===== src/design/upps_consts.svh =====
// Offsets, field positions, reset values and timing counts of the parallel side port.
`ifndef UPPS_CONSTS_SVH
`define UPPS_CONSTS_SVH

// APB byte addresses of the host-side registers.
`define UPPS_ADDR_DATA     8'h00
`define UPPS_ADDR_LCTRL    8'h04
`define UPPS_ADDR_LSTAT    8'h08
`define UPPS_ADDR_MODE     8'h0C

// Line control fields.
`define UPPS_LC_WLS_LO     0
`define UPPS_LC_WLS_HI     1
`define UPPS_LC_NSB        2
`define UPPS_LC_RESET      3'h0

// Mode register fields.
`define UPPS_MD_PP         0
`define UPPS_MD_EXTF       1
`define UPPS_MD_FIFO       2
`define UPPS_MD_RESET      3'h0

// Line status fields.
`define UPPS_LS_RD         0
`define UPPS_LS_ERR_LO     1
`define UPPS_LS_ERR_HI     4
`define UPPS_LS_TX_HOLDING_EMPTY       5
`define UPPS_LS_TX_ALL_EMPTY       6

// FIFO geometry and limits.
`define UPPS_FIFO_DEPTH    16
`define UPPS_FIFO_AW       4
`define UPPS_CNT_W         5
`define UPPS_LIM_FIFO      5'h10
`define UPPS_LIM_BYTE      5'h01

// Timing: strobe assert to status release, at a 40 ns clock.
`define UPPS_CLK_NS        40
`define UPPS_T3_NS         150
`define UPPS_T3_CYC        ((`UPPS_T3_NS + `UPPS_CLK_NS - 1) / `UPPS_CLK_NS)
`define UPPS_SYNC_CYC      3
`define UPPS_T3_LOAD       3'((`UPPS_T3_CYC) - (`UPPS_SYNC_CYC))

// Reset values of pin-facing state.
`define UPPS_SB_RESET      8'h00
`define UPPS_WORD_BASE     4'h5

`endif


===== src/design/upps_pkg.sv =====
// Types shared by the parallel side port modules.
package upps_pkg;
    typedef enum logic [1:0] {
        UPPS_TX_IDLE  = 2'b00,
        UPPS_TX_ARM   = 2'b01,
        UPPS_TX_WAIT  = 2'b10,
        UPPS_TX_DELAY = 2'b11
    } upps_tx_st_t;
endpackage


===== src/design/upps_fifo_if.sv =====
// Push, pop and level signals between the port logic and one byte FIFO.
`timescale 1ns/1ps
`default_nettype none
`include "upps_consts.svh"
interface upps_fifo_if;
    logic                   push;
    logic                   pop;
    logic [7:0]             wdata;
    logic [`UPPS_CNT_W-1:0] lim;
    logic [7:0]             head;
    logic [`UPPS_CNT_W-1:0] count;
    logic                   full;
    logic                   empty;
    modport ctl (output push, pop, wdata, lim, input head, count, full, empty);
    modport mem (input push, pop, wdata, lim, output head, count, full, empty);
endinterface
`default_nettype wire


===== src/design/upps_port.sv =====
// Card-side parallel port of a host-facing UART, with APB host registers.
//
// Chosen here: the APB slave port and the placing of the registers.
`timescale 1ns/1ps
`default_nettype none
`include "upps_consts.svh"
// Functional notes
// - Parallel mode bypasses serial, uses buffers directly.
// - FIFO mode: status low only on full.
// - FIFO mode: pulse when transmit FIFO fills.
// - Status released after first byte read.
// - Status release 150 ns plus one period.
// - Acknowledge strobe is edge sensitive, pulsed.
// - Receive byte captured at strobe release.
// - Data ready set only after strobe release.
// - Controller writes up to sixteen bytes.
// - FIFO mode: pulse when receive FIFO empties.
// - Non-FIFO mode moves single bytes per handshake.
// - Side-band mode shows last transmitted character.
// - Side-band lines reset to zero.
// - Side-band lines pass only under condition.
// - Side-band still sends serially, character rate.
// - Word length code selects five to eight.
// - Stop select gives 1.5 or 2.
// - Data ready also set by parallel writes.
// - Parallel mode: TX_ALL_EMPTY mirrors TX_HOLDING_EMPTY, errors zero.
module upps_port
    import upps_pkg::*;
(
    input  wire logic        pclk,
    input  wire logic        presetn,
    input  wire logic        psel,
    input  wire logic        penable,
    input  wire logic        pwrite,
    input  wire logic [7:0]  paddr,
    input  wire logic [31:0] pwdata,
    output var  logic [31:0] prdata,
    output var  logic        pready,
    output var  logic        pslverr,
    input  wire logic [7:0]  pp_data_in,
    output var  logic [7:0]  pp_data_lines,
    output var  logic        pp_data_oe_n,
    output var  logic        pp_status_n,
    output var  logic        pp_irq_pulse_n,
    input  wire logic        pp_tx_ack_n,
    input  wire logic        pp_rx_wr_n,
    output var  logic        ser_tx_valid,
    output var  logic [7:0]  ser_tx_data,
    input  wire logic        ser_tx_take,
    input  wire logic        ser_tx_idle,
    input  wire logic        ser_rx_valid,
    input  wire logic [7:0]  ser_rx_data,
    input  wire logic [3:0]  ser_err,
    output var  logic [3:0]  ser_word_bits,
    output var  logic [1:0]  ser_stop_code
);
    upps_fifo_if tx ();
    upps_fifo_if rx ();

    logic [31:0]       prdata_ff;
    logic              pready_ff;
    logic              pslverr_ff;
    logic [2:0]        lctrl_ff;
    logic [2:0]        mode_ff;
    logic [3:0]        err_ff;
    logic [9:0]        sync1_ff;
    logic [9:0]        sync2_ff;
    logic [1:0]        strb_q_ff;
    upps_tx_st_t       tx_st_ff;
    logic [2:0]        t3_cnt_ff;
    logic              status_n_ff;
    logic              irq_n_ff;
    logic              tx_full_q_ff;
    logic              rx_empty_q_ff;
    logic [7:0]        sb_ff;
    logic [7:0]        pp_out_ff;
    logic              pp_oe_n_ff;
    logic              stx_valid_ff;
    logic [7:0]        stx_data_ff;
    logic [3:0]        word_bits_ff;
    logic [1:0]        stop_code_ff;
    logic              pp_mode;
    logic              extf_mode;
    logic              fifo_mode;
    logic              setup;
    logic              access;
    logic              addr_ok;
    logic              ack_fall;
    logic              wr_rise;
    logic              tx_pp_pop;
    logic              stx_load;
    logic              sb_cond;
    logic              tx_full_rise;
    logic              rx_empty_rise;
    logic [7:0]        lstat;
    logic [31:0]       rd_mux;

    upps_fifo u_tx_fifo (
        .pclk    (pclk),
        .presetn (presetn),
        .fif     (tx.mem)
    );

    upps_fifo u_rx_fifo (
        .pclk    (pclk),
        .presetn (presetn),
        .fif     (rx.mem)
    );

    assign pp_mode   = mode_ff[`UPPS_MD_PP];
    assign extf_mode = mode_ff[`UPPS_MD_EXTF];
    assign fifo_mode = mode_ff[`UPPS_MD_FIFO];
    assign setup     = psel && !penable;
    assign access    = psel && penable && pready_ff;
    assign addr_ok   = (paddr == `UPPS_ADDR_DATA) || (paddr == `UPPS_ADDR_LCTRL) ||
                       (paddr == `UPPS_ADDR_LSTAT) || (paddr == `UPPS_ADDR_MODE);

    // Strobes and data from the controller pass two flops; the strobe edge is taken past the second.
    always_ff @(posedge pclk or negedge presetn) begin
        if (!presetn) begin
            sync1_ff  <= 10'h300;
            sync2_ff  <= 10'h300;
            strb_q_ff <= 2'h3;
        end else begin
            sync1_ff  <= {pp_rx_wr_n, pp_tx_ack_n, pp_data_in};
            sync2_ff  <= sync1_ff;
            strb_q_ff <= sync2_ff[9:8];
        end
    end

    assign ack_fall = strb_q_ff[0] && !sync2_ff[8];
    assign wr_rise  = !strb_q_ff[1] && sync2_ff[9];

    // one byte deep outside FIFO mode
    assign tx.lim = fifo_mode ? `UPPS_LIM_FIFO : `UPPS_LIM_BYTE;
    // sixteen receive bytes in FIFO mode
    assign rx.lim = fifo_mode ? `UPPS_LIM_FIFO : `UPPS_LIM_BYTE;

    // parallel side replaces the serial engine
    assign stx_load = !pp_mode && !tx.empty && (!stx_valid_ff || ser_tx_take);
    assign tx.push  = access && pwrite && (paddr == `UPPS_ADDR_DATA);
    assign tx.wdata = pwdata[7:0];
    assign tx.pop   = pp_mode ? tx_pp_pop : stx_load;
    // parallel writes fill the receive side
    assign rx.push  = pp_mode ? wr_rise : ser_rx_valid;
    assign rx.wdata = pp_mode ? sync2_ff[7:0] : ser_rx_data;
    assign rx.pop   = access && !pwrite && (paddr == `UPPS_ADDR_DATA);

    assign tx_full_rise  = tx.full && !tx_full_q_ff;
    assign rx_empty_rise = rx.empty && !rx_empty_q_ff;
    assign tx_pp_pop     = (tx_st_ff == UPPS_TX_DELAY) && (t3_cnt_ff == 3'h0);

    // data ready is the FIFO level, which in parallel mode only rises on strobe release
    // TX_ALL_EMPTY mirrors TX_HOLDING_EMPTY and error bits read zero in parallel mode
    always_comb begin
        lstat                                  = 8'h00;
        lstat[`UPPS_LS_RD]                     = !rx.empty;
        lstat[`UPPS_LS_ERR_HI:`UPPS_LS_ERR_LO] = pp_mode ? 4'h0 : err_ff;
        lstat[`UPPS_LS_TX_HOLDING_EMPTY]                   = tx.empty;
        lstat[`UPPS_LS_TX_ALL_EMPTY]                   = pp_mode ? tx.empty :
                                                 (tx.empty && !stx_valid_ff && ser_tx_idle);
    end

    always_comb begin
        rd_mux = 32'h0;
        unique case (paddr)
            `UPPS_ADDR_DATA:  rd_mux = {24'h0, rx.head};
            `UPPS_ADDR_LCTRL: rd_mux = {29'h0, lctrl_ff};
            `UPPS_ADDR_LSTAT: rd_mux = {24'h0, lstat};
            `UPPS_ADDR_MODE:  rd_mux = {29'h0, mode_ff};
            default:          rd_mux = 32'h0;
        endcase
    end

    // The slave answers in the first access cycle; ready is a flop so the setup cycle is never ready.
    always_ff @(posedge pclk or negedge presetn) begin
        if (!presetn) begin
            pready_ff  <= 1'b0;
            pslverr_ff <= 1'b0;
            prdata_ff  <= 32'h0;
        end else begin
            pready_ff  <= setup;
            pslverr_ff <= setup && !addr_ok;
            if (setup) begin
                prdata_ff <= pwrite ? 32'h0 : rd_mux;
            end
        end
    end

    // mode selects are clocked configuration bits
    always_ff @(posedge pclk or negedge presetn) begin
        if (!presetn) begin
            lctrl_ff <= `UPPS_LC_RESET;
            mode_ff  <= `UPPS_MD_RESET;
        end else if (access && pwrite) begin
            if (paddr == `UPPS_ADDR_LCTRL) begin
                lctrl_ff <= pwdata[2:0];
            end
            if (paddr == `UPPS_ADDR_MODE) begin
                mode_ff <= pwdata[2:0];
            end
        end
    end

    // Serial error flags are sticky until a status read; a new error in that cycle wins.
    always_ff @(posedge pclk or negedge presetn) begin
        if (!presetn) begin
            err_ff <= 4'h0;
        end else begin
            err_ff <= ((access && !pwrite && (paddr == `UPPS_ADDR_LSTAT)) ? 4'h0 : err_ff) | ser_err;
        end
    end

    always_ff @(posedge pclk or negedge presetn) begin
        if (!presetn) begin
            word_bits_ff <= `UPPS_WORD_BASE;
            stop_code_ff <= 2'h0;
        end else begin
            word_bits_ff <= `UPPS_WORD_BASE + {2'h0, lctrl_ff[`UPPS_LC_WLS_HI:`UPPS_LC_WLS_LO]};
            stop_code_ff <= !lctrl_ff[`UPPS_LC_NSB] ? 2'h0 :
                            (lctrl_ff[`UPPS_LC_WLS_HI:`UPPS_LC_WLS_LO] == 2'h0) ? 2'h1 : 2'h2;
        end
    end

    // Hand-off stage toward the serial engine, which stays idle in parallel mode.
    always_ff @(posedge pclk or negedge presetn) begin
        if (!presetn) begin
            stx_valid_ff <= 1'b0;
            stx_data_ff  <= 8'h00;
        end else if (stx_load) begin
            stx_valid_ff <= 1'b1;
            stx_data_ff  <= tx.head;
        end else if (ser_tx_take) begin
            stx_valid_ff <= 1'b0;
        end
    end

    assign sb_cond = !lctrl_ff[`UPPS_LC_WLS_HI] && !lctrl_ff[`UPPS_LC_WLS_LO] &&
                     lctrl_ff[`UPPS_LC_NSB] && !pp_mode && !extf_mode;

    // opens only under the condition and otherwise holds
    // follows each character as the serial engine takes it
    always_ff @(posedge pclk or negedge presetn) begin
        if (!presetn) begin
            sb_ff <= `UPPS_SB_RESET;
        end else if (sb_cond && ser_tx_take && stx_valid_ff) begin
            sb_ff <= stx_data_ff;
        end
    end

    // FIFO mode waits for a full FIFO
    // byte mode presents any held byte
    always_ff @(posedge pclk or negedge presetn) begin
        if (!presetn) begin
            tx_st_ff  <= UPPS_TX_IDLE;
            t3_cnt_ff <= 3'h0;
        end else if (!pp_mode) begin
            tx_st_ff <= UPPS_TX_IDLE;
        end else begin
            unique case (tx_st_ff)
                UPPS_TX_IDLE: begin
                    if (fifo_mode ? tx_full_rise : !tx.empty) begin
                        tx_st_ff <= UPPS_TX_ARM;
                    end
                end
                UPPS_TX_ARM: begin
                    tx_st_ff <= UPPS_TX_WAIT;
                end
                UPPS_TX_WAIT: begin
                    if (ack_fall) begin
                        tx_st_ff  <= UPPS_TX_DELAY;
                        t3_cnt_ff <= `UPPS_T3_LOAD;
                    end
                end
                UPPS_TX_DELAY: begin
                    if (t3_cnt_ff != 3'h0) begin
                        t3_cnt_ff <= t3_cnt_ff - 3'h1;
                    end else if (fifo_mode && (tx.count > `UPPS_LIM_BYTE)) begin
                        tx_st_ff <= UPPS_TX_WAIT;
                    end else begin
                        tx_st_ff <= UPPS_TX_IDLE;
                    end
                end
            endcase
        end
    end

    // released with the first read byte
    // release follows the strobe by the timed delay
    always_ff @(posedge pclk or negedge presetn) begin
        if (!presetn) begin
            status_n_ff <= 1'b1;
        end else if (!pp_mode || tx_pp_pop) begin
            status_n_ff <= 1'b1;
        end else if (tx_st_ff == UPPS_TX_ARM) begin
            status_n_ff <= 1'b0;
        end
    end

    always_ff @(posedge pclk or negedge presetn) begin
        if (!presetn) begin
            tx_full_q_ff  <= 1'b0;
            rx_empty_q_ff <= 1'b1;
            irq_n_ff      <= 1'b1;
        end else begin
            tx_full_q_ff  <= tx.full;
            rx_empty_q_ff <= rx.empty;
            irq_n_ff      <= !(pp_mode && fifo_mode && (tx_full_rise || rx_empty_rise));
        end
    end

    // Data leads the status edge by one cycle so it is stable before status falls.
    always_ff @(posedge pclk or negedge presetn) begin
        if (!presetn) begin
            pp_out_ff  <= `UPPS_SB_RESET;
            pp_oe_n_ff <= 1'b1;
        end else begin
            pp_out_ff  <= pp_mode ? tx.head : sb_ff;
            pp_oe_n_ff <= pp_mode ? (tx_st_ff == UPPS_TX_IDLE) : extf_mode;
        end
    end

    assign prdata         = prdata_ff;
    assign pready         = pready_ff;
    assign pslverr        = pslverr_ff;
    assign pp_data_lines  = pp_out_ff;
    assign pp_data_oe_n   = pp_oe_n_ff;
    assign pp_status_n    = status_n_ff;
    assign pp_irq_pulse_n = irq_n_ff;
    assign ser_tx_valid   = stx_valid_ff;
    assign ser_tx_data    = stx_data_ff;
    assign ser_word_bits  = word_bits_ff;
    assign ser_stop_code  = stop_code_ff;

    a_status_full_only: assert property (@(posedge pclk) disable iff (!presetn)
        ($fell(pp_status_n) && fifo_mode) |-> (tx.count == `UPPS_LIM_FIFO))
        else $error("status fell without a full transmit FIFO");

    a_irq_on_full: assert property (@(posedge pclk) disable iff (!presetn)
        (tx_full_rise && pp_mode && fifo_mode) |=> !pp_irq_pulse_n ##1 pp_irq_pulse_n || tx_full_rise)
        else $error("no interrupt pulse on transmit full");

    a_status_release_time: assert property (@(posedge pclk) disable iff (!presetn)
        (ack_fall && tx_st_ff == UPPS_TX_WAIT && !pp_status_n && pp_mode) |=>
            !pp_status_n [*2] ##1 pp_status_n)
        else $error("status release not three cycles after strobe edge");

    a_ack_edge_only: assert property (@(posedge pclk) disable iff (!presetn)
        (tx_st_ff == UPPS_TX_WAIT && !ack_fall && pp_mode) |=> (tx_st_ff == UPPS_TX_WAIT))
        else $error("transmit handshake advanced without a strobe edge");

    a_rx_capture: assert property (@(posedge pclk) disable iff (!presetn)
        (wr_rise && pp_mode && !rx.full && !rx.pop) |=> (rx.count == $past(rx.count) + 5'h1))
        else $error("receive byte not captured on strobe release");

    a_rd_after_release: assert property (@(posedge pclk) disable iff (!presetn)
        (rx.empty && pp_mode && !wr_rise) |=> rx.empty || $past(wr_rise) == 1'b0 && !pp_mode)
        else $error("data ready rose without a strobe release");

    a_irq_on_empty: assert property (@(posedge pclk) disable iff (!presetn)
        (rx_empty_rise && pp_mode && fifo_mode) |=> !pp_irq_pulse_n)
        else $error("no interrupt pulse on receive empty");

    a_sideband_hold: assert property (@(posedge pclk) disable iff (!presetn)
        !sb_cond |=> $stable(sb_ff))
        else $error("side-band lines changed outside side-band mode");

    a_lstat_pp_errs: assert property (@(posedge pclk) disable iff (!presetn)
        (setup && !pwrite && paddr == `UPPS_ADDR_LSTAT && pp_mode) |=> (prdata[4:1] == 4'h0))
        else $error("error flags not zero in parallel mode");

    a_serial_off: assert property (@(posedge pclk) disable iff (!presetn)
        (pp_mode && !ser_tx_valid) |=> !ser_tx_valid)
        else $error("serial hand-off loaded in parallel mode");
endmodule
`default_nettype wire


===== src/design/upps_fifo.sv =====
// Sixteen-entry byte FIFO whose full level can be cut down to one byte.
`timescale 1ns/1ps
`default_nettype none
`include "upps_consts.svh"
module upps_fifo (
    input wire logic    pclk,
    input wire logic    presetn,
    upps_fifo_if.mem    fif
);
    logic [7:0]               mem_q [`UPPS_FIFO_DEPTH];
    logic [`UPPS_FIFO_AW-1:0] wr_ptr_ff;
    logic [`UPPS_FIFO_AW-1:0] rd_ptr_ff;
    logic [`UPPS_CNT_W-1:0]   cnt_ff;
    logic                     do_push;
    logic                     do_pop;

    // A push into a full FIFO and a pop from an empty one are dropped.
    assign do_push   = fif.push && !fif.full;
    assign do_pop    = fif.pop && !fif.empty;
    assign fif.full  = (cnt_ff >= fif.lim);
    assign fif.empty = (cnt_ff == '0);
    assign fif.count = cnt_ff;
    assign fif.head  = mem_q[rd_ptr_ff];

    always_ff @(posedge pclk) begin
        if (do_push) begin
            mem_q[wr_ptr_ff] <= fif.wdata;
        end
    end

    always_ff @(posedge pclk or negedge presetn) begin
        if (!presetn) begin
            wr_ptr_ff <= '0;
            rd_ptr_ff <= '0;
            cnt_ff    <= '0;
        end else begin
            if (do_push) begin
                wr_ptr_ff <= wr_ptr_ff + 1'b1;
            end
            if (do_pop) begin
                rd_ptr_ff <= rd_ptr_ff + 1'b1;
            end
            cnt_ff <= cnt_ff + {4'h0, do_push} - {4'h0, do_pop};
        end
    end
endmodule
`default_nettype wire


===== config.mk =====
export PLATFORM = sky130hd
export DESIGN_NAME = upps_port
export DESIGN_NICKNAME = d
export VERILOG_FILES = /design/src/design/upps_pkg.sv /design/src/design/upps_fifo_if.sv /design/src/design/upps_port.sv /design/src/design/upps_fifo.sv
export VERILOG_INCLUDE_DIRS = /design/src /design/src/design
export SDC_FILE = /design/constraint.sdc
export NUM_CORES = 1
export LEC_CHECK = 0
export ABC_AREA = 1
export BUFFER_PORTS_ARGS = -buffer_cell sky130_fd_sc_hd__buf_2
export CORE_AREA = 2 2 252 130
export DETAILED_ROUTE_END_ITERATION = 10
export DIE_AREA = 0 0 254 132
export GPL_TIMING_DRIVEN = 0
export PLACE_DENSITY = 0.82
export SYNTH_ARGS = -nofsm -noshare
export SYNTH_HDL_FRONTEND = slang
export SYNTH_HIERARCHICAL = 1
export SYNTH_SLANG_ARGS = --single-unit

===== constraint.sdc =====
create_clock -name pclk -period 2.66 [get_ports pclk]
set_input_delay 0.399 -clock pclk [delete_from_list [all_inputs] [get_ports pclk]]
set_output_delay 0.399 -clock pclk [all_outputs]
set_load 0.005 [all_outputs]

# Yosys cells after proc, flatten, opt, wreduce, memory -nomap -nowiden
# Memory sizes are Yosys's and may differ from the RTL's.
# Cells that the tools add are included.
# totals
ramBits,256
input_bits,70
regBits,133
memories,2
# mem_list
memory,depth,word_bits,rd,rd_clocked_by_memory_dff,write_ports,line,text
u_rx_fifo.mem_q,16,8,1,0,1,upps_fifo.sv:10,logic [7:0] mem_q [`UPPS_FIFO_DEPTH];
u_tx_fifo.mem_q,16,8,1,0,1,upps_fifo.sv:10,
# op_classes
n_lt_le_gt_ge,3
eq_ne,11
bitwise_logic,1
mux,31
add_sub_neg,10
n_reduce_logical,68
# ops
operator,n
$mux 32,1
$pmux 8 s4,1
$logic_and 1x1->1,31
$logic_not 1->1,17
$add 4x1->4 const B,4
$eq 8x4->1 const B,2
$mux 8,2
$mux 2,7
$mux 1,13
$add 5x1->5,2
$ge 5x5->1,2
$logic_not 5->1,2
$sub 5x1->5,2
$ne 3x3->1 const B,3
$eq 8x3->1 const B,1
$logic_not 8->1,1
$mux 4,2
$pmux 2 s4,1
$logic_or 1x1->1,6
$mux 3,2
$pmux 3 s2,1
$reduce_bool 2->1,3
$gt 5x1->1 const B,1
$mux 5,1
other kinds (13),16

# Longest topological paths before layout
# Gate-level depths: netlist of run 1.
# depth
depth_word,7
mapped_depth,18
depth_no_buf,17

# Hierarchy
# Netlist of run 1, hierarchy kept.
# by_module_without_submodules
module,cells_per_inst,seq_area_each_um2,area_per_inst_um2,n_inst
upps_fifo at u_rx_fifo,657,4169.0,6528.8,1
upps_fifo at u_tx_fifo,657,4169.0,6526.3,1
upps_port,392,2092.0,3622.2,1

# Least setup slack after synthesis of run 1
# No wires, ideal clock.
# synth_path
path_type,register to register
startpoint,register mode_ff[0]
endpoint,register u_rx_fifo.cnt_ff[4] (netlist: u_rx_fifo/fif.count[4])
arrival_ns,2.742
synth_period_minus_slack_ns,2.821
setup_slack_ns,-0.161
path_buffers,3
setup_ns,0.079
stages_incl_launch_ff,16
cell_sequence,dfrtp_1 > inv_1 > buf_2 > buf_2 > nand2_1 > o21ai_0 > nand3_2 > buf_2 > ha_1 > inv_1 > ha_1 > fa_1 > a21oi_1 > nor2_1 > nor2_1 > xor2_1
# synth_between
elab_chain_cells,4
# synth_lines
item,line,text
start: declaration,upps_port.sv:64,logic [2:0] mode_ff;
start signal: assignment,upps_port.sv:194,mode_ff <= `UPPS_MD_RESET;
start signal: assignment,upps_port.sv:200,mode_ff <= pwdata[2:0];
$mux 1,upps_port.sv:145,assign rx.push = pp_mode ? wr_rise : ser_rx_valid;
named net rx.push,upps_fifo_if.sv:6,logic push;
$logic_and 1x1->1,upps_fifo.sv:18,assign do_push = fif.push && !fif.full;
$add 5x1->5,upps_fifo.sv:43,"cnt_ff <= cnt_ff + {4'h0, do_push} - {4'h0, do_pop};"
$sub 5x1->5,upps_fifo.sv:43,
end signal: assignment,upps_fifo.sv:43,
end: declaration,upps_fifo.sv:13,logic [`UPPS_CNT_W-1:0] cnt_ff;
# The timed path passes the listed nets, and every way through them passes these cells.
# A chain may end at the register's enable or synchronous reset.

# Worst setup path after layout of run 1
# layout_path
startpoint,register mode_ff[2]
endpoint,register u_rx_fifo.cnt_ff[4] (netlist: u_rx_fifo/fif.count[4])
# layout_between
elab_chain_cells,6
# layout_lines
item,line,text
$mux 5 (no source line),--,
named net rx.lim[0],upps_fifo_if.sv:9,logic [`UPPS_CNT_W-1:0] lim;
$ge 5x5->1,upps_fifo.sv:20,assign fif.full = (cnt_ff >= fif.lim);
$logic_not 1->1,upps_fifo.sv:18,
$logic_and 1x1->1,upps_fifo.sv:18,
$add 5x1->5,upps_fifo.sv:43,
$sub 5x1->5,upps_fifo.sv:43,
# The timed path passes the listed nets, and every way through them passes these cells.

==> summary.md, run 1 <==
| Metric | Value |
|---|---|
| Run status | `complete, but fails checks` |
| Failing checks | `setup timing` |
| GP Congestion | `about 1.1` |
| Vias per std cell | `around 5.5` |
| Setup TNS | `-0.138 ns` |
| Max_slew headroom | `31.6%` |
| Worst Path Arrival | `3.16 ns` |
| Worst Path Max Fanout | `6` |
| Routed WL | `between 40000 and 50000 um` |
| CTS Buffer Depth | `3` |
| Post-route setup slack | `-0.0590 ns` |
| Die height | `132 um` |
| Drt wl/cell | `roughly 20 um` |
| FP Rows | `46` |
| Clk slew on worst S/H paths | `0.07 ns` |
| Diodes inserted | `0` |
| Crit end category | `flop` |
| Worst skew pair latency | `0.55 ns` |
| Fillers | `2438` |
| Placed wire-length estimate | `33700 um` |
| Worst slew pin tran | `1.02 ns` |
| # nets final | `~2k` |
| Vias post-DR | `12.8k` |
| Post-route ant nets | `0` |
| H-tree Lvls | `2` |
| Clock root cell | `clkbuf_16` |
| Die area | `0.0335 sq mm` |
| Hold WC Path Type | `primary input to flop` |
| IO Pins | `130` |
| CP Launch Type | `flop` |
| GR Overflow Total | `0` |
| Commonest non-fill, non-tap cell in the layout | `nand2_1` |
| Worst Skew | `~0.034 ns` |
| Share of layout cells above drive strength 1 | `17.0%` |
| DRT iter0 DRCs | `2094` |
| CTS tree | `yes` |
| DRC | `0` |
| Syn. warnings | `6` |
| Critical path class | `flop to flop` |
| Worst EP required | `approximately 3.1 ns` |
| Final Non-Filler Cells | `roughly 2.3k` |
| Period utilization | `102%` |
| Maxcap violations | `0` |
| Core area | `~0.031 sq mm` |
| Chip width | `254 um` |
| CTS buffer count | `34` |
| Synthesized area per cell | `just under 10 sq um` |
| Initial antenna violation count | `0` |
| Placed Cells | `between 2k and 2.5k` |
| Area of all sequential standard cells | `about 0.010 sq mm` |
| Synthesized cell area | `0.0167 sq mm` |
| Vias in the first global route | `11.8k` |
| GRT Overall Usage | `28.2%` |
| Cells after synthesis | `around 1.7k` |
| Area Overhead vs Synth | `15.9%` |
| Unrepaired setup endpoints after global routing | `yes` |
| DRT Pass-1 Iters | `6` |
| Lkg Pwr | `0.00892 uW` |
| Final max-slew violation count | `0` |
| Largest net degree at the start of global routing | `72` |
| Port-buffer cells | `81` |
| Core Util, Final | `around three fifths` |
| # clock sinks | `365` |
| Power Density | `slightly above 800 mW/mm^2` |
| Minimum clock period | `around 2.7 ns` |
| Area used by multi-input combinational logic | `roughly 0.005 sq mm` |
| Worst VDD drop | `0.432 mV` |
| Final Hold Fails | `0` |
| Achievable Freq | `368 MHz` |
| Most frequent cells in the layout | `nand2_1, inv_1, edfxtp_1` |
| Starting Density | `53.4%` |
| Setup violations, final | `11` |
| Final hold slack | `0.0835 ns` |
| First-pass GRT wire length | `around 70000 um` |
==> timing repair <==
action / CTS / global route
resized for setup: 36 / 19
hold endpoints to repair: 38 / 0
setup endpoints to repair: 212 / 110
buffers inserted: 15 / 6
pin swaps: 19 / 7
hold buffers: 11 / 0
==> metrics by stage <==
step                total power, uW  setup WS, ns  instance area (sq um)
floorplan                      9270      -0.00163                  16800
global placement              10400        -0.491                  17800
detailed placement            10600        -0.652                  17800
CTS                           15600       -0.0415                  19200
global route                  16500        -0.176                  19300
finish                        15900       -0.0590                  19300
==> path summary, 6_finish.rpt <==
check,startpoint,end,slack (ns),cells past startpoint
worst max-delay path,mode_ff[2],u_rx_fifo/fif.count[4],-0.06,13
worst min-delay path,ser_err[2],err_ff[2],0.08,2
worst max register to register,mode_ff[2],u_rx_fifo/fif.count[4],-0.06,13
worst min register to register,sync1_ff[4],sync2_ff[4],0.35,0
max in group asynchronous,presetn,u_tx_fifo/fif.count[3],1.48,3
min in group asynchronous,presetn,u_rx_fifo/fif.count[2],0.37,2
==> cell type report <==
type / count / area share (%)
repair buffers: 114 / 3.64
plain buffers: 87 / 3.06
flip-flops and latches: 365 / 54.0
inverters: 289 / 5.61
clock inverters: 19 / 0.932
well taps: 432 / 2.80
multi-input cells: 992 / 25.4
clock buffers: 43 / 4.63
==> per-layer routing <==
| layer | part of all wire, % | vias up | global-route usage, % |
|---|---|---|---|
| met5 | 0 | - | 0 |
| met4 | 2.2 | 0 | 7.03 |
| met3 | 17 | 82 | 10.9 |
| met2 | 40 | 894 | 37.8 |
| met1 | 41 | 6093 | 42.8 |
| li1 | - | 5742 | - |
==> registers in the layout, summed over array words and instances, names as in the netlist, 5 cells and up <==
register             count
pp_data_lines            8
prdata                   8
sb_ff                    8
ser_tx_data              8
sync1_ff                10
sync2_ff                10
u_rx_fifo/fif.count      5
u_rx_fifo/mem_q        128
u_tx_fifo/fif.count      5
u_tx_fifo/mem_q        128
==> worst max-delay path, cell delays in order, from the launching register on <==
cell and delay [ns]:
dfrtp_2 0.48, inv_2 0.19, ha_4 0.24, o21ai_4 0.17
nand3_2 0.12, buf_6 0.15, ha_4 0.26, inv_2 0.04
ha_4 0.15, fa_2 0.35, a21oi_2 0.12, nor2_1 0.06
nor2_1 0.11, xor2_1 0.17
==> power by group <==
group | total (uW) | switching, uW | internal (uW)
clock network | 4800 | 2170 | 2630
logic | 4330 | 2830 | 1500
registers | 6730 | 272 | 6460
total | 15900 | 5280 | 10600
Power figures use the tool's default switching activity.
==> run 2: changes to the inputs <==
--- a/config.mk
+++ b/config.mk
@@ -6,11 +6,10 @@
 export SDC_FILE = /design/constraint.sdc
 export NUM_CORES = 1
 export LEC_CHECK = 0
-export ABC_AREA = 1
 export BUFFER_PORTS_ARGS = -buffer_cell sky130_fd_sc_hd__buf_2
-export CORE_AREA = 2 2 252 130
+export CORE_AREA = 2 2 240 124
 export DETAILED_ROUTE_END_ITERATION = 10
-export DIE_AREA = 0 0 254 132
+export DIE_AREA = 0 0 242 126
 export GPL_TIMING_DRIVEN = 0
 export PLACE_DENSITY = 0.82
 export SYNTH_ARGS = -nofsm -noshare
==> run 2 against run 1 <==
Net effect:
- the run still ends with setup timing left
- fmax fell by 6.0%
- synthesized cell count is 50% lower
- sequential share of layout area grew 3.2 points
- setup slack got worse by 0.17 ns
- sequential power up 0.9%
- synthesized area shrank 9.3%
- clock power about the same
- register-to-register slack lost 0.17 ns
- global-route usage down 5.5 points
- critical path depth is 2 higher
==> summary.md, run 2 <==
| Metric | Value |
|---|---|
| Area used by multi-input combinational logic | `0.00473 sq mm` |
| Achievable Freq | `346 MHz` |
| Drt wl/cell | `about 24 um` |
| Setup violations, final | `between 80 and 90` |
| GRT Overall Usage | `a little under a quarter` |
| FP Rows | `44` |
| Most frequent cells in the layout | `edfxtp_1, dfrtp_1, buf_2` |
| Post-synthesis compound-gate area fraction | `4.05%` |
| Synth async-reset ratio | `29.9%` |
| Top-count cell post-synth | `edfxtp_1` |
| Run status | `complete, but fails checks` |
| #FFs+latches synth | `365` |
| Power Density | `847 mW/mm^2` |
| Crit end category | `flop` |
| Routed WL | `about 36000 um` |
| Share of layout cells above drive strength 1 | `34.6%` |
| Worst Skew | `0.0272 ns` |
| Vias in the first global route | `8342` |
| Worst VDD drop | `roughly 0.56 mV` |
| Placed Cells | `1366` |
| Period utilization | `109%` |
| Starting Density | `a little over half` |
| Simple-gate share of the synthesized area | `4.84%` |
| M2 GR Usage | `between 30% and 40%` |
| Placed wire-length estimate | `22900 um` |
| CP Launch Type | `flop` |
| Die area | `0.0305 sq mm` |
| Lkg Pwr | `about 0.007 uW` |
| Commonest non-fill, non-tap cell in the layout | `edfxtp_1` |
| Post-route ant nets | `0` |
| CTS tree | `yes` |
| Most frequent cells after synthesis | `edfxtp_1, dfrtp_1, mux2_2` |
| Final Hold Fails | `0` |
| Die height | `126 um` |
| Final hold slack | `0.179 ns` |
| Initial antenna violation count | `0` |
| Maxcap violations | `0` |
| Top post-synthesis cells by area | `edfxtp_1, dfrtp_1, mux4_1` |
| Worst Path Arrival | `3.38 ns` |
| # nets final | `1160` |
| Max_slew headroom | `about 18%` |
| Busiest grt layer | `met1` |
| Final Non-Filler Cells | `approximately 1.5k` |
| Mux contribution to synthesized area | `13.9%` |
| Met1 Resource Use GR | `around a third` |
| Met3 Resource Use GR | `7.05%` |
| Top-area cell type share of the netlist area | `about half` |
| CTS buffer count | `31` |
| GP Congestion | `0.832` |
| Worst skew pair latency | `0.59 ns` |
| GR Overflow Total | `0` |
| Unrepaired setup endpoints after global routing | `yes` |
| Post-route setup slack | `-0.232 ns` |
| Area of all sequential standard cells | `0.0104 sq mm` |
| Chip width | `between 200 and 250 um` |
| Minimum clock period | `between 2 and 3 ns` |
| Biggest registers after layout | `u_rx_fifo/mem_q: 128 flops, u_tx_fifo/mem_q: 128 flops` |
| Yosys top cell by area | `edfxtp_1` |
| DRC | `0` |
| CTS Buffer Depth | `3` |
| # clock sinks | `365` |
| Largest family of logic cells by synthesized area | `multiplexers` |
| Worst slew pin tran | `roughly 1.2 ns` |
| Xor/xnor share of the synthesized area | `1.16%` |
| Post-synth EDFFs | `256` |
| Clk slew on worst S/H paths | `~0.070 ns` |
| Worst Path Max Fanout | `4` |
| Fillers | `1846` |
| Port-buffer cells | `80` |
| Most used DFF post-synth | `edfxtp_1` |
| Slowest-stage cell, CP | `dfrtp_1` |
| Critical path class | `flop to flop` |
| H-tree Lvls | `1` |
| Failing checks | `setup timing` |
| Syn. warnings | `6` |
| DRT iter0 DRCs | `slightly above 1k` |
| Clock root cell | `clkbuf_16` |
| IO Pins | `130` |
| Vias post-DR | `between 8k and 9k` |
| Diodes inserted | `0` |
| DRT Pass-1 Iters | `5` |
| Core area | `0.0284 sq mm` |
| Post-synth cell types | `57` |
| First-pass GRT wire length | `51400 um` |
| Synthesized area per cell | `17.6 sq um` |
| Synth Area in Adders | `3.24%` |
| Worst EP required | `3.15 ns` |
| Area Overhead vs Synth | `20.7%` |
| Sequential area share after synthesis | `68.9%` |
| CP Cell Sequence | `inv_2 -> ha_4 -> nor4b_4 -> nor2_2 -> nand2_4 -> nand2_2 -> nor2b_4 -> ha_1 -> inv_2 -> ha_4 -> fa_2 -> a21oi_2 -> nor2_1 -> nor2_1 -> xnor2_1` |
| Synthesized cell area | `0.0151 sq mm` |
| Vias per std cell | `around 5.9` |
| Design Power | `15500 uW` |
| Hold WC Path Type | `primary input to flop` |
| Crit-path max cell delay | `~0.44 ns` |
| Largest net degree at the start of global routing | `56` |
| Cells after synthesis | `860` |
| Final max-slew violation count | `0` |
## run 2: logic make-up (layout without fill, tap and decap cells)
family	after synthesis	in the layout
AO/OA/AOI/OAI	88	88
AND/OR/NAND/NOR	138	138
flip-flops	365	365
other	1	30
multiplexers	111	111
adder cells (fa/ha/maj)	38	38
buffers and inverters	99	287
XOR/XNOR	20	20
## run 2: critical path, delay by kind of cell, from the launching register on
family / cells / cell delay, ns
compound gates: 1 / 0.15
xor+xnor: 1 / 0.18
fa+ha+maj: 4 / 0.98
buf+inv: 2 / 0.16
flops: 1 / 0.44
simple gates: 7 / 0.87
## run 2: timing repair
item | in CTS | in global routing
pin swaps | 13 | 22
gates resized for setup | 57 | 29
setup buffers | 9 | 23
cloned | 0 | 0
hold endpoints to repair | 66 | 0
endpoints found under the setup margin | 268 | 177
hold buffers | 15 | 0
## run 2: power by group
part	switching [uW]	internal [uW]	total, uW
combinational	2230	1670	3890
clock	2010	2770	4780
sequential	303	6490	6790
## run 2: path summary, 6_finish.rpt
kind | slack (ns) | from | endpoint | depth (start not counted)
setup / recovery | -0.23 | u_tx_fifo/fif.count[2] | u_tx_fifo/fif.count[4] | 15
hold / removal | 0.18 | paddr[6] | pslverr | 3
setup reg to reg | -0.23 | u_tx_fifo/fif.count[2] | u_tx_fifo/fif.count[4] | 15
hold reg to reg | 0.33 | sync1_ff[3] | sync2_ff[3] | 0
max in group asynchronous | 1.44 | presetn | sync2_ff[9] | 3
min in group asynchronous | 0.43 | presetn | pp_data_lines[7] | 2
## run 2: layout make-up
class | instances | share of cell area (%)
multi-input cells | 425 | 25.9
well taps | 391 | 2.68
plain buffers | 59 | 2.50
flip-flops and latches | 365 | 57.1
repair buffers | 133 | 5.17
clock buffers | 47 | 4.80
inverters | 37 | 0.760
clock inverters | 11 | 1.08
## run 2: through the flow
step,util [%],setup slack [ns],TNS (ns),cell area (sq um)
final,64.3,-0.232,-7.72,18300
after global placement,56.9,-1.24,-199.01,16200
after global routing,64.3,-0.254,-17.88,18300
after floorplan,-,-0.253,-0.605,15300
after detailed placement,57.4,-1.02,-149.63,16300
after CTS,62.8,-0.140,-5.73,17800
## run 2: layer usage
metal	up-vias	routed length [um]
met3	55	4350
met1	4451	15200
met5	-	0
met2	502	15400
met4	0	835
li1	3696	-
==> run 3: changes to the inputs <==
--- a/config.mk
+++ b/config.mk
@@ -7,11 +7,13 @@
 export NUM_CORES = 1
 export LEC_CHECK = 0
 export BUFFER_PORTS_ARGS = -buffer_cell sky130_fd_sc_hd__buf_2
-export CORE_AREA = 2 2 240 124
+export CORE_AREA = 2 2 236 122
+export CTS_BUF_LIST = sky130_fd_sc_hd__clkbuf_2 sky130_fd_sc_hd__clkbuf_4 sky130_fd_sc_hd__clkbuf_8
 export DETAILED_ROUTE_END_ITERATION = 10
-export DIE_AREA = 0 0 242 126
+export DIE_AREA = 0 0 238 124
 export GPL_TIMING_DRIVEN = 0
-export PLACE_DENSITY = 0.82
+export HOLD_SLACK_MARGIN = 0.02
+export PLACE_DENSITY = 0.85
 export SYNTH_ARGS = -nofsm -noshare
 export SYNTH_HDL_FRONTEND = slang
 export SYNTH_HIERARCHICAL = 1
==> run 3 against run 2 <==
Net effect:
- the flow still finishes with violations (setup timing)
- clock power is 9.2% lower
- final cell count about the same
- non-clock buffer count is 4 lower
- fmax is 2.8% higher
- setup slack better by 0.079 ns
- die area is 3.2% lower
- critical path type unchanged
- critical endpoint is now u_rx_fifo/fif.count[4]
==> summary.md, run 3 (synthesis gave the netlist of run 2 again) <==
| Metric | Value |
|---|---|
| Diodes inserted | `0` |
| Die area | `0.0295 sq mm` |
| Area Overhead vs Synth | `20.2%` |
| Setup violations, final | `11` |
| DRT iter0 DRCs | `around 1.0k` |
| GRT Overall Usage | `25.0%` |
| Port-buffer cells | `80` |
| Maxcap violations | `0` |
| Unrepaired setup endpoints after global routing | `yes` |
| Chip width | `238 um` |
| Vias in the first global route | `8707` |
| Placed wire-length estimate | `about 24000 um` |
| GP Congestion | `0.863` |
| Hold WC Path Type | `primary input to flop` |
| GR Overflow Total | `0` |
| Routed WL | `roughly 36000 um` |
| Area of all sequential standard cells | `between 0.01 and 0.015 sq mm` |
| Fillers | `1702` |
| Initial antenna violation count | `0` |
| Worst VDD drop | `0.466 mV` |
| Comb power frac | `between 20% and 30%` |
| Worst Path Max Fanout | `3` |
| FP Rows | `43` |
| Cell Area, Placed | `0.0162 sq mm` |
| Final Non-Filler Cells | `1469` |
| # nets final | `between 1k and 1.5k` |
| IO Pins | `130` |
| CTS Buffer Depth | `3` |
| Sw Pwr | `4650 uW` |
| Die height | `124 um` |
| Commonest non-fill, non-tap cell in the layout | `edfxtp_1` |
| Most frequent cells in the layout | `edfxtp_1, dfrtp_1, buf_2` |
| Vias post-DR | `8822` |
| Pre-CTS WS | `-0.994 ns` |
| Slowest-stage cell, CP | `dfrtp_2` |
| Finished Cell Area | `0.0182 sq mm` |
| Share of power burned in registers | `44.8%` |
| Cell family with most CP delay | `adder cells` |
| Final Hold Fails | `0` |
| CP Launch Type | `flop` |
| Drt wl/cell | `24.7 um` |
| Lkg Pwr | `0.00700 uW` |
| Post-route setup slack | `-0.153 ns` |
| Pint | `10500 uW` |
| Biggest registers after layout | `u_rx_fifo/mem_q: 128 flops, u_tx_fifo/mem_q: 128 flops` |
| Worst Skew | `0.0252 ns` |
| Power Density | `832 mW/mm^2` |
| Worst Path Arrival | `3.32 ns` |
| Clock root cell | `clkbuf_8` |
| Minimum clock period | `2.81 ns` |
| CTS buffer count | `50` |
| Largest net degree at the start of global routing | `62` |
| DRC | `0` |
| Critical path class | `flop to flop` |
| Failing checks | `setup timing` |
| H-tree Lvls | `2` |
| Final max-slew violation count | `0` |
| Worst EP required | `3.17 ns` |
| CTS tree | `yes` |
| Switch share | `30.7%` |
| Crit end category | `flop` |
| Core area | `about 0.027 sq mm` |
| Achievable Freq | `356 MHz` |
| Worst slew pin tran | `around 0.92 ns` |
| Post-route ant nets | `0` |
| Max_slew headroom | `38.5%` |
| CP Cell Sequence | `inv_1 -> ha_1 -> a21oi_1 -> o211ai_1 -> ha_1 -> inv_2 -> ha_4 -> fa_2 -> a21oi_2 -> nor2_1 -> nor2_1 -> xnor2_1` |
| Share of layout cells above drive strength 1 | `37.2%` |
| Starting Density | `55.4%` |
| Final hold slack | `0.160 ns` |
| Crit-path max cell delay | `0.48 ns` |
| Clock power frac | `28.7%` |
| # clock sinks | `365` |
| Design Power | `between 15000 and 20000 uW` |
| Clk slew on worst S/H paths | `~0.070 ns` |
| Area used by multi-input combinational logic | `between 0.004 and 0.005 sq mm` |
| Placed Cells | `approximately 1.3k` |
| Worst skew pair latency | `0.61 ns` |
| Run status | `complete, but fails checks` |
| Period utilization | `106%` |
| DRT Pass-1 Iters | `6` |
| Vias per std cell | `6.01` |
| Bufs and invs on worst path | `2` |
| First-pass GRT wire length | `53000 um` |
## run 3: layer usage
| metal | global-route usage (%) | vias to the layer above | share of wire (%) |
|---|---|---|---|
| li1 | - | 3731 | - |
| met5 | 0 | - | 0 |
| met4 | 7.50 | 0 | 2.4 |
| met1 | 37.1 | 4517 | 43 |
| met3 | 8.22 | 61 | 13 |
| met2 | 35.4 | 513 | 42 |
## run 3: repair_timing
item                       CTS  global route
hold buffers                15             0
resized for setup           67            36
setup endpoints to repair  268           168
setup buffers               23            10
hold endpoints to repair    60             0
pin swaps                   21            25
## run 3: final cells by class
class                           count  area share, %
Timing Repair Buffer              129           4.97
Inverter                           37          0.791
Multi-Input combinational cell    425           26.3
Clock inverter                     12          0.344
Tap cell                          360           2.48
Clock buffer                       82           5.21
Sequential cell                   365           57.4
Buffer                             59           2.54
## run 3: tightest hold or removal path, delay by kind of cell
kind / cells / cell delay, ns
simple gates: 2 / 0.19
buf+inv: 1 / 0.13
## run 3: stage by stage
step,TNS (ns),utilization (%)
after floorplan,-0.605,-
after global placement,-178.50,59.0
after detailed placement,-160.36,59.4
after CTS,-3.46,65.6
after global routing,-2.59,66.5
final,-0.745,66.5
## run 3: final timing paths
path | from | depth (start not counted) | slack (ns) | end
min in group asynchronous | presetn | 2 | 0.37 | ser_tx_data[0]
worst max register to register | mode_ff[2] | 12 | -0.15 | u_rx_fifo/fif.count[4]
max in group asynchronous | presetn | 3 | 1.51 | pp_status_n
worst min-delay path | paddr[6] | 3 | 0.16 | pslverr
worst max-delay path | mode_ff[2] | 12 | -0.15 | u_rx_fifo/fif.count[4]
worst min register to register | sync1_ff[5] | 0 | 0.34 | sync2_ff[5]
## run 3: power groups by stage
stage	Clock, uW	Sequential (uW)	Combinational [uW]
finish	4340	6780	4000
global route	4630	6820	4290
CTS	4360	6760	3620
detailed placement	0	6850	3100
global placement	0	6830	2920
floorplan	0	6780	2130
